File: src/hdl/ehc_pkg.sv
// constants shared by the host command port design
package ehc_pkg;
  // host i/o port decode
  localparam logic [7:0] HOST_DATA_PORT_ADDR   = 8'h62;
  localparam logic [7:0] HOST_CMD_STAT_ADDR    = 8'h66;
  // controller-space smbus window
  localparam logic [7:0] SMB_BASE              = 8'h40;
  localparam logic [7:0] SMB_PROTOCOL_OFF      = 8'h40;
  localparam logic [7:0] SMB_TARGET_ADDR_OFF   = 8'h42;
  localparam logic [7:0] SMB_COMMAND_CODE_OFF  = 8'h43;
  localparam logic [7:0] SMBUS_DATA_BYTES_LOW_OFF      = 8'h44;
  localparam logic [7:0] SMBUS_DATA_BYTES_HIGH_OFF     = 8'h45;
  localparam logic [7:0] SMB_PROTO_READ_WORD   = 8'h07;
  localparam logic [7:0] SMB_RESET_VALUE       = 8'h00;
  // host command bytes
  localparam logic [7:0] CMD_SPACE_READ        = 8'h80;
  localparam logic [7:0] CMD_SPACE_WRITE       = 8'h81;
  localparam logic [7:0] CMD_BURST_ENABLE      = 8'h82;
  localparam logic [7:0] CMD_BURST_DISABLE     = 8'h83;
  localparam logic [7:0] CMD_QUERY             = 8'h84;
  // notification header for smbus completion
  localparam logic [7:0] NOTIFY_SMB_DONE       = 8'h21;
  localparam logic [7:0] NOTIFY_NONE           = 8'h00;
  // status register bit positions
  localparam int         STAT_OBF_BIT          = 0;
  localparam int         STAT_IBF_BIT          = 1;
  localparam int         STAT_BURST_BIT        = 4;
  localparam int         STAT_EVENT_BIT        = 5;
  localparam logic [7:0] STAT_RESET            = 8'h00;
  localparam logic [7:0] BYTE_RESET            = 8'h00;
  // pin synchroniser depth
  localparam int         SYNC_STAGES           = 2;

  typedef enum logic [1:0] {
    ST_IDLE  = 2'b00,
    ST_RADR  = 2'b10,
    ST_WADR  = 2'b01,
    ST_WDAT  = 2'b11
  } ehc_seq_t;

  typedef enum logic {
    SM_IDLE  = 1'b0,
    SM_BUSY  = 1'b1
  } ehc_smb_t;
endpackage

File: src/hdl/ehc_sync.sv
// two-flop synchroniser for host-side pins
`timescale 1ns/1ps
module ehc_sync #(
  parameter int WIDTH = 18
) (
  input  wire logic             clk,
  input  wire logic             srst,
  input  wire logic [WIDTH-1:0] din,
  output logic      [WIDTH-1:0] dout
);
  import ehc_pkg::*;

  logic [WIDTH-1:0] meta_ff;

  initial begin
    if (WIDTH < 1 || SYNC_STAGES != 2) begin
      $error("ehc_sync: unsupported width or depth");
    end
  end

  always_ff @(posedge clk) begin
    if (srst) begin
      meta_ff <= '0;
      dout    <= '0;
    end else begin
      meta_ff <= din;
      dout    <= meta_ff;
    end
  end
endmodule

File: src/hdl/ehc_space_ram.sv
// controller-space byte memory, one write and one read port
`timescale 1ns/1ps
module ehc_space_ram #(
  parameter int AW = 8,
  parameter int DW = 8
) (
  input  wire logic          clk,
  input  wire logic          we,
  input  wire logic [AW-1:0] waddr,
  input  wire logic [DW-1:0] wdata,
  input  wire logic [AW-1:0] raddr,
  output logic      [DW-1:0] rdata
);
  logic [DW-1:0] mem [0:(1<<AW)-1];

  initial begin
    if (AW < 1 || DW < 1) begin
      $error("ehc_space_ram: bad geometry");
    end
  end

  always_ff @(posedge clk) begin
    if (we) begin
      mem[waddr] <= wdata;
    end
  end

  assign rdata = mem[raddr];
endmodule

File: src/hdl/ehc_host_command_port.sv
// host command/data port of the embedded controller with smbus window
//
// Overview of operation
// - command/status port decoded at 66h
// - data port decoded at 62h
// - smbus window base 40h, protocol at base
// - target address base+2, command code base+3
// - word read result at base+4 and base+5
// - protocol write starts transaction; 07h word read
// - completion reported by query header 21h
// - command 81h starts controller-space write
// - data stored only after final byte arrives
// - interrupt after each byte taken from buffer
// - command 82h sets burst flag, raises interrupt
// - bursting with empty buffer reads 10h
// - command 83h clears status to 00h
// - burst off and protocol non-zero starts transaction
// - completion sets event flag 20h, raises interrupt
// - command 84h returns pending notification header
// - command 80h plus address returns addressed byte
`timescale 1ns/1ps
module ehc_host_command_port #(
  parameter int AW = 8
) (
  input  wire logic       clk,
  input  wire logic       srst,
  input  wire logic [7:0] hst_addr,
  input  wire logic [7:0] hst_wdata,
  input  wire logic       hst_wr,
  input  wire logic       hst_rd,
  output logic      [7:0] hst_rdata_ff,
  output logic            system_control_interrupt_ff,
  output logic            smb_start_ff,
  output logic      [7:0] smbus_protocol_ff,
  output logic      [7:0] smbus_target_address_ff,
  output logic      [7:0] smbus_command_code_ff,
  input  wire logic       smb_done,
  input  wire logic [7:0] smb_rx_low,
  input  wire logic [7:0] smb_rx_high
);
  import ehc_pkg::*;

  initial begin
    if (AW != 8) begin
      $error("ehc_host_command_port: controller space must be 8-bit addressed");
    end
  end

  // ***********************************************************
  // host pin capture
  // ***********************************************************
  logic [17:0] pin_sync;
  logic [7:0]  s_addr;
  logic [7:0]  s_wdata;
  logic        s_wr;
  logic        s_rd;
  logic        wr_prev_ff;
  logic        rd_prev_ff;
  logic        wr_edge;
  logic        rd_edge;

  ehc_sync #(.WIDTH(18)) u_sync (
    .clk  (clk),
    .srst (srst),
    .din  ({hst_addr, hst_wdata, hst_wr, hst_rd}),
    .dout (pin_sync)
  );

  assign s_addr  = pin_sync[17:10];
  assign s_wdata = pin_sync[9:2];
  assign s_wr    = pin_sync[1];
  assign s_rd    = pin_sync[0];

  always_ff @(posedge clk) begin
    if (srst) begin
      wr_prev_ff <= 1'b0;
      rd_prev_ff <= 1'b0;
    end else begin
      wr_prev_ff <= s_wr;
      rd_prev_ff <= s_rd;
    end
  end

  assign wr_edge = s_wr && !wr_prev_ff;
  assign rd_edge = s_rd && !rd_prev_ff;

  logic host_wr_data;
  logic host_wr_cmd;
  logic host_rd_data;

  assign host_wr_data = wr_edge && (s_addr == HOST_DATA_PORT_ADDR);
  assign host_wr_cmd  = wr_edge && (s_addr == HOST_CMD_STAT_ADDR);
  assign host_rd_data = rd_edge && (s_addr == HOST_DATA_PORT_ADDR);

  // ***********************************************************
  // input buffer
  // ***********************************************************
  logic [7:0] input_buffer_register_ff;
  logic       input_buffer_full_ff;
  logic       ibuf_is_cmd_ff;
  logic       take;

  // the sequencer consumes a pending byte in the cycle it is seen
  assign take = input_buffer_full_ff;

  always_ff @(posedge clk) begin
    if (srst) begin
      input_buffer_register_ff <= BYTE_RESET;
      input_buffer_full_ff     <= 1'b0;
      ibuf_is_cmd_ff           <= 1'b0;
    end else if ((host_wr_data || host_wr_cmd) && !input_buffer_full_ff) begin
      input_buffer_register_ff <= s_wdata;
      input_buffer_full_ff     <= 1'b1;
      ibuf_is_cmd_ff           <= host_wr_cmd;
    end else if (take) begin
      input_buffer_full_ff     <= 1'b0;
    end
  end

  // ***********************************************************
  // command sequencer
  // ***********************************************************
  ehc_seq_t   seq_ff;
  ehc_seq_t   nxt_seq;
  logic [7:0] space_addr_ff;
  logic       cmd_take;
  logic       dat_take;
  logic [7:0] input_buffer_register;

  assign input_buffer_register      = input_buffer_register_ff;
  assign cmd_take = take && ibuf_is_cmd_ff;
  assign dat_take = take && !ibuf_is_cmd_ff;

  always_comb begin
    nxt_seq = seq_ff;
    if (cmd_take) begin
      case (input_buffer_register)
        CMD_SPACE_READ:  nxt_seq = ST_RADR;
        CMD_SPACE_WRITE: nxt_seq = ST_WADR;
        default:         nxt_seq = ST_IDLE;
      endcase
    end else if (dat_take) begin
      case (seq_ff)
        ST_WADR: nxt_seq = ST_WDAT;
        ST_RADR: nxt_seq = ST_IDLE;
        ST_WDAT: nxt_seq = ST_IDLE;
        default: nxt_seq = ST_IDLE;
      endcase
    end
  end

  always_ff @(posedge clk) begin
    if (srst) begin
      seq_ff <= ST_IDLE;
    end else begin
      seq_ff <= nxt_seq;
    end
  end

  always_ff @(posedge clk) begin
    if (srst) begin
      space_addr_ff <= BYTE_RESET;
    end else if (dat_take && seq_ff == ST_WADR) begin
      space_addr_ff <= input_buffer_register;
    end
  end

  // ***********************************************************
  // controller space: smbus window in flops, rest in memory
  // ***********************************************************
  logic       space_we;
  logic [7:0] ram_rdata;
  logic [7:0] space_rdata;
  logic [7:0] smbus_data_low_ff;
  logic [7:0] smbus_data_high_ff;
  logic       win_hit;

  assign space_we = dat_take && seq_ff == ST_WDAT;

  function automatic logic is_window(input logic [7:0] a);
    is_window = (a == SMB_PROTOCOL_OFF) || (a == SMB_TARGET_ADDR_OFF) ||
                (a == SMB_COMMAND_CODE_OFF) || (a == SMBUS_DATA_BYTES_LOW_OFF) ||
                (a == SMBUS_DATA_BYTES_HIGH_OFF);
  endfunction

  assign win_hit = is_window(input_buffer_register);

  ehc_space_ram #(.AW(AW), .DW(8)) u_ram (
    .clk   (clk),
    .we    (space_we && !is_window(space_addr_ff)),
    .waddr (space_addr_ff),
    .wdata (input_buffer_register),
    .raddr (input_buffer_register),
    .rdata (ram_rdata)
  );

  always_comb begin
    case (input_buffer_register)
      SMB_PROTOCOL_OFF:     space_rdata = smbus_protocol_ff;
      SMB_TARGET_ADDR_OFF:  space_rdata = smbus_target_address_ff;
      SMB_COMMAND_CODE_OFF: space_rdata = smbus_command_code_ff;
      SMBUS_DATA_BYTES_LOW_OFF:     space_rdata = smbus_data_low_ff;
      SMBUS_DATA_BYTES_HIGH_OFF:    space_rdata = smbus_data_high_ff;
      default:              space_rdata = win_hit ? BYTE_RESET : ram_rdata;
    endcase
  end

  // ***********************************************************
  // smbus transaction engine handshake
  // ***********************************************************
  ehc_smb_t smb_ff;
  logic     burst_ff;
  logic     smb_finish;

  assign smb_finish = smb_ff == SM_BUSY && smb_done;

  always_ff @(posedge clk) begin
    if (srst) begin
      smb_ff       <= SM_IDLE;
      smb_start_ff <= 1'b0;
    end else begin
      smb_start_ff <= 1'b0;
      case (smb_ff)
        SM_IDLE: begin
          if (!burst_ff && smbus_protocol_ff != SMB_RESET_VALUE) begin
            smb_ff       <= SM_BUSY;
            smb_start_ff <= 1'b1;
          end
        end
        SM_BUSY: begin
          if (smb_done) begin
            smb_ff <= SM_IDLE;
          end
        end
        default: smb_ff <= SM_IDLE;
      endcase
    end
  end

  always_ff @(posedge clk) begin
    if (srst) begin
      smbus_protocol_ff       <= SMB_RESET_VALUE;
      smbus_target_address_ff <= SMB_RESET_VALUE;
      smbus_command_code_ff   <= SMB_RESET_VALUE;
      smbus_data_low_ff       <= SMB_RESET_VALUE;
      smbus_data_high_ff      <= SMB_RESET_VALUE;
    end else begin
      if (smb_finish) begin
        smbus_protocol_ff  <= SMB_RESET_VALUE;
        smbus_data_low_ff  <= smb_rx_low;
        smbus_data_high_ff <= smb_rx_high;
      end
      if (space_we) begin
        case (space_addr_ff)
          SMB_PROTOCOL_OFF:     smbus_protocol_ff       <= input_buffer_register;
          SMB_TARGET_ADDR_OFF:  smbus_target_address_ff <= input_buffer_register;
          SMB_COMMAND_CODE_OFF: smbus_command_code_ff   <= input_buffer_register;
          SMBUS_DATA_BYTES_LOW_OFF:     smbus_data_low_ff       <= input_buffer_register;
          SMBUS_DATA_BYTES_HIGH_OFF:    smbus_data_high_ff      <= input_buffer_register;
          default:              ;
        endcase
      end
    end
  end

  // ***********************************************************
  // status flags, output buffer and interrupt
  // ***********************************************************
  logic [7:0] output_buffer_register_ff;
  logic       output_buffer_full_ff;
  logic       event_pending_flag_ff;
  logic [7:0] controller_status_register;
  logic       obf_load;
  logic       do_bd;
  logic       do_query;

  assign do_bd    = cmd_take && input_buffer_register == CMD_BURST_DISABLE;
  assign do_query = cmd_take && input_buffer_register == CMD_QUERY;
  assign obf_load = do_query || (dat_take && seq_ff == ST_RADR);

  always_ff @(posedge clk) begin
    if (srst) begin
      burst_ff <= 1'b0;
    end else if (cmd_take && input_buffer_register == CMD_BURST_ENABLE) begin
      burst_ff <= 1'b1;
    end else if (do_bd) begin
      burst_ff <= 1'b0;
    end
  end

  always_ff @(posedge clk) begin
    if (srst) begin
      event_pending_flag_ff <= 1'b0;
    end else if (smb_finish) begin
      event_pending_flag_ff <= 1'b1;
    end else if (do_query || do_bd) begin
      event_pending_flag_ff <= 1'b0;
    end
  end

  always_ff @(posedge clk) begin
    if (srst) begin
      output_buffer_register_ff <= BYTE_RESET;
      output_buffer_full_ff     <= 1'b0;
    end else if (obf_load) begin
      output_buffer_register_ff <= do_query ?
        (event_pending_flag_ff ? NOTIFY_SMB_DONE : NOTIFY_NONE) : space_rdata;
      output_buffer_full_ff     <= 1'b1;
    end else if (host_rd_data || do_bd) begin
      output_buffer_full_ff     <= 1'b0;
    end
  end

  always_comb begin
    controller_status_register                 = STAT_RESET;
    controller_status_register[STAT_OBF_BIT]   = output_buffer_full_ff;
    controller_status_register[STAT_IBF_BIT]   = input_buffer_full_ff;
    controller_status_register[STAT_BURST_BIT] = burst_ff;
    controller_status_register[STAT_EVENT_BIT] = event_pending_flag_ff;
  end

  always_ff @(posedge clk) begin
    if (srst) begin
      hst_rdata_ff <= BYTE_RESET;
    end else if (s_addr == HOST_CMD_STAT_ADDR) begin
      hst_rdata_ff <= controller_status_register;
    end else begin
      hst_rdata_ff <= output_buffer_register_ff;
    end
  end

  // one pulse per cycle with a consumed byte or a completion
  always_ff @(posedge clk) begin
    if (srst) begin
      system_control_interrupt_ff <= 1'b0;
    end else begin
      system_control_interrupt_ff <= take || smb_finish;
    end
  end

  // ***********************************************************
  // assertions
  // ***********************************************************
  property p_ibf_set;
    @(posedge clk) disable iff (srst)
      (host_wr_cmd || host_wr_data) && !input_buffer_full_ff |=> input_buffer_full_ff;
  endproperty
  a_ibf_set: assert property (p_ibf_set) else $error("write not latched");

  property p_take_irq;
    @(posedge clk) disable iff (srst)
      input_buffer_full_ff |=> system_control_interrupt_ff;
  endproperty
  a_take_irq: assert property (p_take_irq) else $error("no interrupt on take");

  property p_burst_on;
    @(posedge clk) disable iff (srst)
      cmd_take && input_buffer_register == CMD_BURST_ENABLE |=> burst_ff ##1
      (hst_rdata_ff[STAT_BURST_BIT] || $past(s_addr) != HOST_CMD_STAT_ADDR);
  endproperty
  a_burst_on: assert property (p_burst_on) else $error("burst not set");

  property p_status_burst;
    @(posedge clk) disable iff (srst)
      burst_ff && !input_buffer_full_ff && !output_buffer_full_ff && !event_pending_flag_ff
      && s_addr == HOST_CMD_STAT_ADDR |=> hst_rdata_ff == 8'h10;
  endproperty
  a_status_burst: assert property (p_status_burst) else $error("burst status wrong");

  property p_burst_off;
    @(posedge clk) disable iff (srst)
      do_bd && !smb_finish && !((host_wr_cmd || host_wr_data) && !input_buffer_full_ff)
      |=> controller_status_register == STAT_RESET;
  endproperty
  a_burst_off: assert property (p_burst_off) else $error("status not cleared");

  property p_query;
    @(posedge clk) disable iff (srst)
      do_query && event_pending_flag_ff |=> output_buffer_register_ff == NOTIFY_SMB_DONE &&
      output_buffer_full_ff;
  endproperty
  a_query: assert property (p_query) else $error("bad notification header");

  property p_write_last;
    @(posedge clk) disable iff (srst)
      $changed(smbus_target_address_ff) |->
      $past(space_we) && $past(space_addr_ff) == SMB_TARGET_ADDR_OFF;
  endproperty
  a_write_last: assert property (p_write_last) else $error("early space write");

  property p_start;
    @(posedge clk) disable iff (srst)
      smb_ff == SM_IDLE && !burst_ff && smbus_protocol_ff != SMB_RESET_VALUE |=> smb_start_ff
      ##1 !smb_start_ff;
  endproperty
  a_start: assert property (p_start) else $error("transaction not started");

  property p_done;
    @(posedge clk) disable iff (srst)
      smb_finish |=> event_pending_flag_ff && system_control_interrupt_ff &&
      smbus_data_low_ff == $past(smb_rx_low);
  endproperty
  a_done: assert property (p_done) else $error("completion not flagged");

  property p_read;
    @(posedge clk) disable iff (srst)
      dat_take && seq_ff == ST_RADR |=> output_buffer_full_ff && seq_ff == ST_IDLE;
  endproperty
  a_read: assert property (p_read) else $error("read not returned");

  c_write_seq: cover property (@(posedge clk) disable iff (srst) space_we);
  c_query:     cover property (@(posedge clk) disable iff (srst) do_query);
  c_smb_done:  cover property (@(posedge clk) disable iff (srst) smb_finish);
endmodule

File: config.mk
export PLATFORM = sky130hd
export DESIGN_NAME = ehc_host_command_port
export DESIGN_NICKNAME = d
export VERILOG_FILES = /design/src/hdl/ehc_pkg.sv /design/src/hdl/ehc_sync.sv /design/src/hdl/ehc_space_ram.sv /design/src/hdl/ehc_host_command_port.sv
export SDC_FILE = /design/constraint.sdc
export NUM_CORES = 2
export LEC_CHECK = 0
export BUFFER_PORTS_ARGS = -buffer_cell sky130_fd_sc_hd__buf_2
export CORE_ASPECT_RATIO = 1.2
export CORE_MARGIN = 1.5
export CORE_UTILIZATION = 30
export DETAILED_ROUTE_END_ITERATION = 8
export HOLD_SLACK_MARGIN = 0.02
export PLACE_DENSITY_LB_ADDON = 0.2
export SETUP_SLACK_MARGIN = 0.3
export SLEW_MARGIN = 20
export SYNTH_ARGS = -nofsm -noshare
export SYNTH_HDL_FRONTEND = slang
export SYNTH_SLANG_ARGS = --single-unit
File: constraint.sdc
create_clock -name clk -period 16.12 [get_ports clk]
set_clock_uncertainty 0.05 [all_clocks]
set_input_delay 2.418 -clock clk [delete_from_list [all_inputs] [get_ports clk]]
set_output_delay 2.418 -clock clk [all_outputs]
set_load 0.05 [all_outputs]
==> metrics <==
GRT overflow 0; Max-slew headroom 0.136; chip width 488 um; synthesized area 84600 um2; ANT nets after route 0; CTS tree yes; Global Route met2 Usage 0.310; most used cell, CP buf_4; # IOs 71; input/output buffers 70; worst reg2reg path depth 8; clk_lat worst skew 0.88 ns; Worst EP required 16.86 ns; RSZ-0062 raised after global routing false; Synthesis Warnings 0; slowest library cell on the worst path dfxtp_4; setup bufs post-CTS 0; Crit Path Category reg2reg; Worst-path clk slew 0.06 ns; kind of end point of the critical path register; GRT met3 Usage 0.0274; HPWL Detailed 164000 um; Post-Syn Instances 4391; Initial DRC Count 3951; row count 213; grt peak-use layer met2; Register Area 64100 um2; pin count of the biggest net entering global routing 191; routed vias/inst 5.19; Hold WS 0.389 ns; fin crit period 5.81 ns; CTS H-tree lvls 4; Multi-input gate area 19400 um2; # DRC 0; Peak VDD IR 0.0000832 V; Final Instance Area 96300 um2; Commonest cells post-synth 2048 x edfxtp_1, 455 x mux4_2, 373 x nor2_1, 216 x mux2i_1, 208 x nand2_1; CP arrival 6.55 ns; top-area cell type share of the netlist area 0.727; final net count 4601; final wirelength 269000 um; placed instance area 89500 um2; flops & latches, synth 2176; sequential area share after synthesis 0.757; synth top area cells edfxtp_1 73%, mux4_2 12%, dfxtp_1 3.0%, mux2i_1 2.6%, nor2_1 1.7%; DIE HEIGHT 585 um; Die ar. 285000 um2; Hold Buf Count CTS 0; first-pass GRT wire length 371000 um; max cap viols 0; Critical Path Start Type register; Mapped Avg Cell Area 19.3 um2; most frequent cell after synthesis edfxtp_1; Pre-antenna DRT Iters 7; Final period util 0.361; Initial Utilization 0.302; fin cells 8494; Crit path depth 8; CTS buffer count 218; Synth Flop Type edfxtp_1; final hold violations 0; vias 44054; number of gates resized after CTS 0; crit-path leading delay family buffers and inverters; CP Buf/Inv Count 3; post-synthesis cell type count 66; Slew Viols, Final 0; slowest stage delay, CP 0.83 ns; hold depth 1; Root Buffer clkbuf_16; Async S/R FF share, synth 0; layout cells sized above 1 0.213; clk buf depth 4; crit path cell chain buf_4 -> buf_4 -> buf_4 -> mux4_2 -> mux4_2 -> o21ai_0 -> a21boi_0 -> o31a_1; initial antenna violation count 12; Num Clock Sinks 2176; Core ar. 281000 um2; Post-synth EDFFs 2048; Setup Viol. Count Final 0; Synth area leader edfxtp_1; critical path peak fanout 41; GPL Wtd Cong 0.837; cell count after placement 8106; Pleak 0.0295 uW; PwrDens 115 nW/um2; met1 Usage GRT 0.244; Max Freq 172 MHz; status finished, final reports clean; overall global routing resource usage 0.186; Syn-to-layout area delta 13.8%; slew of the pin with the lowest slew margin 1.29 ns; vias in the first global route 44854; TNS Setup 0 ns; worst min path class reg2reg; fill cell count 26409; Wirelength per Cell 31.7 um
worst register-to-register path, stage by stage, from the launching register on:
cell and delay, ns:
dfxtp_4 0.83, buf_4 0.71, buf_4 0.72, buf_4 0.79, mux4_2 0.63, mux4_2 0.48
o21ai_0 0.60, a21boi_0 0.53, o31a_1 0.42
where the power goes:
part	switching, uW	internal [uW]	leakage, uW
clock network	2180	2790	0.00330
registers	2.44	6090	0.0201
logic	13.0	8.47	0.00617
sequential cells by signal (all words and copies together), names as in the netlist, 2 cells and up, named ones only:
register	flops
smbus_target_address_ff	8
input_buffer_register	8
u_sync.dout	18
u_ram.mem	2048
u_sync.meta_ff	18
space_addr_ff	8
smbus_data_high_ff	8
smbus_protocol_ff	8
seq_ff	2
smbus_data_low_ff	8
hst_rdata_ff	8
output_buffer_register_ff	8
smbus_command_code_ff	8
layout by cell type (no fill, tap or decap), drive strengths merged, types with 16 or more instances in the layout:
cell type / instances
clkbuf: 278
and2: 18
a211oi: 25
a22oi: 39
dfxtp: 128
o22ai: 57
nand2: 208
clkinv: 82
nand3: 74
buf: 184
a2111oi: 16
mux4: 455
nand2b: 22
nor3: 30
o21ai: 36
mux2i: 216
a311oi: 18
nor2: 373
bufinv: 16
edfxtp: 2048
a31oi: 23
mux2: 16
conb: 40
nor2b: 62
o221ai: 23
a21oi: 85
logic make-up after synthesis:
logic type,count (synthesis),synth area share
simple gates,850,0.0444
compound gates,399,0.0324
flops,2176,0.757
buf+inv,278,0.0176
other cells,1,0.0000443
mux,687,0.149
through the flow:
stage	worst slack [ns]	utilization	total power (uW)
2_1_floorplan	10.67	-	6230
3_3_place_gp	9.93	0.319	6230
3_5_place_dp	10.17	0.319	6230
4_1_cts	10.18	0.343	11200
5_1_grt	10.02	0.343	11400
6_report	10.31	0.343	11100
layer usage:
layer	vias to the layer above	share of wire
li1	18130	-
met1	23892	0.41
met2	1622	0.49
met3	406	0.060
met4	4	0.041
met5	-	0.00011
final cells by class:
cell class / instances / area share
Timing Repair Buffer: 184 / 0.0137
Clock inverter: 109 / 0.00964
Tap cell: 3762 / 0.0489
Clock buffer: 278 / 0.0604
Sequential cell: 2176 / 0.666
Multi-Input combinational cell: 1976 / 0.201
Antenna cell: 1 / 0.0000260
Inverter: 8 / 0.000351
path summary, 6_finish.rpt:
| check | startpoint | to | slack, ns |
|---|---|---|---|
| max | register | output_buffer_register_ff[5] | 10.31 |
| min | u_sync.meta_ff[17] | u_sync.dout[17] | 0.39 |
| max reg2reg | register | output_buffer_register_ff[5] | 10.31 |
| min reg2reg | u_sync.meta_ff[17] | u_sync.dout[17] | 0.39 |
No activity file was read; power rests on OpenSTA's default activity.
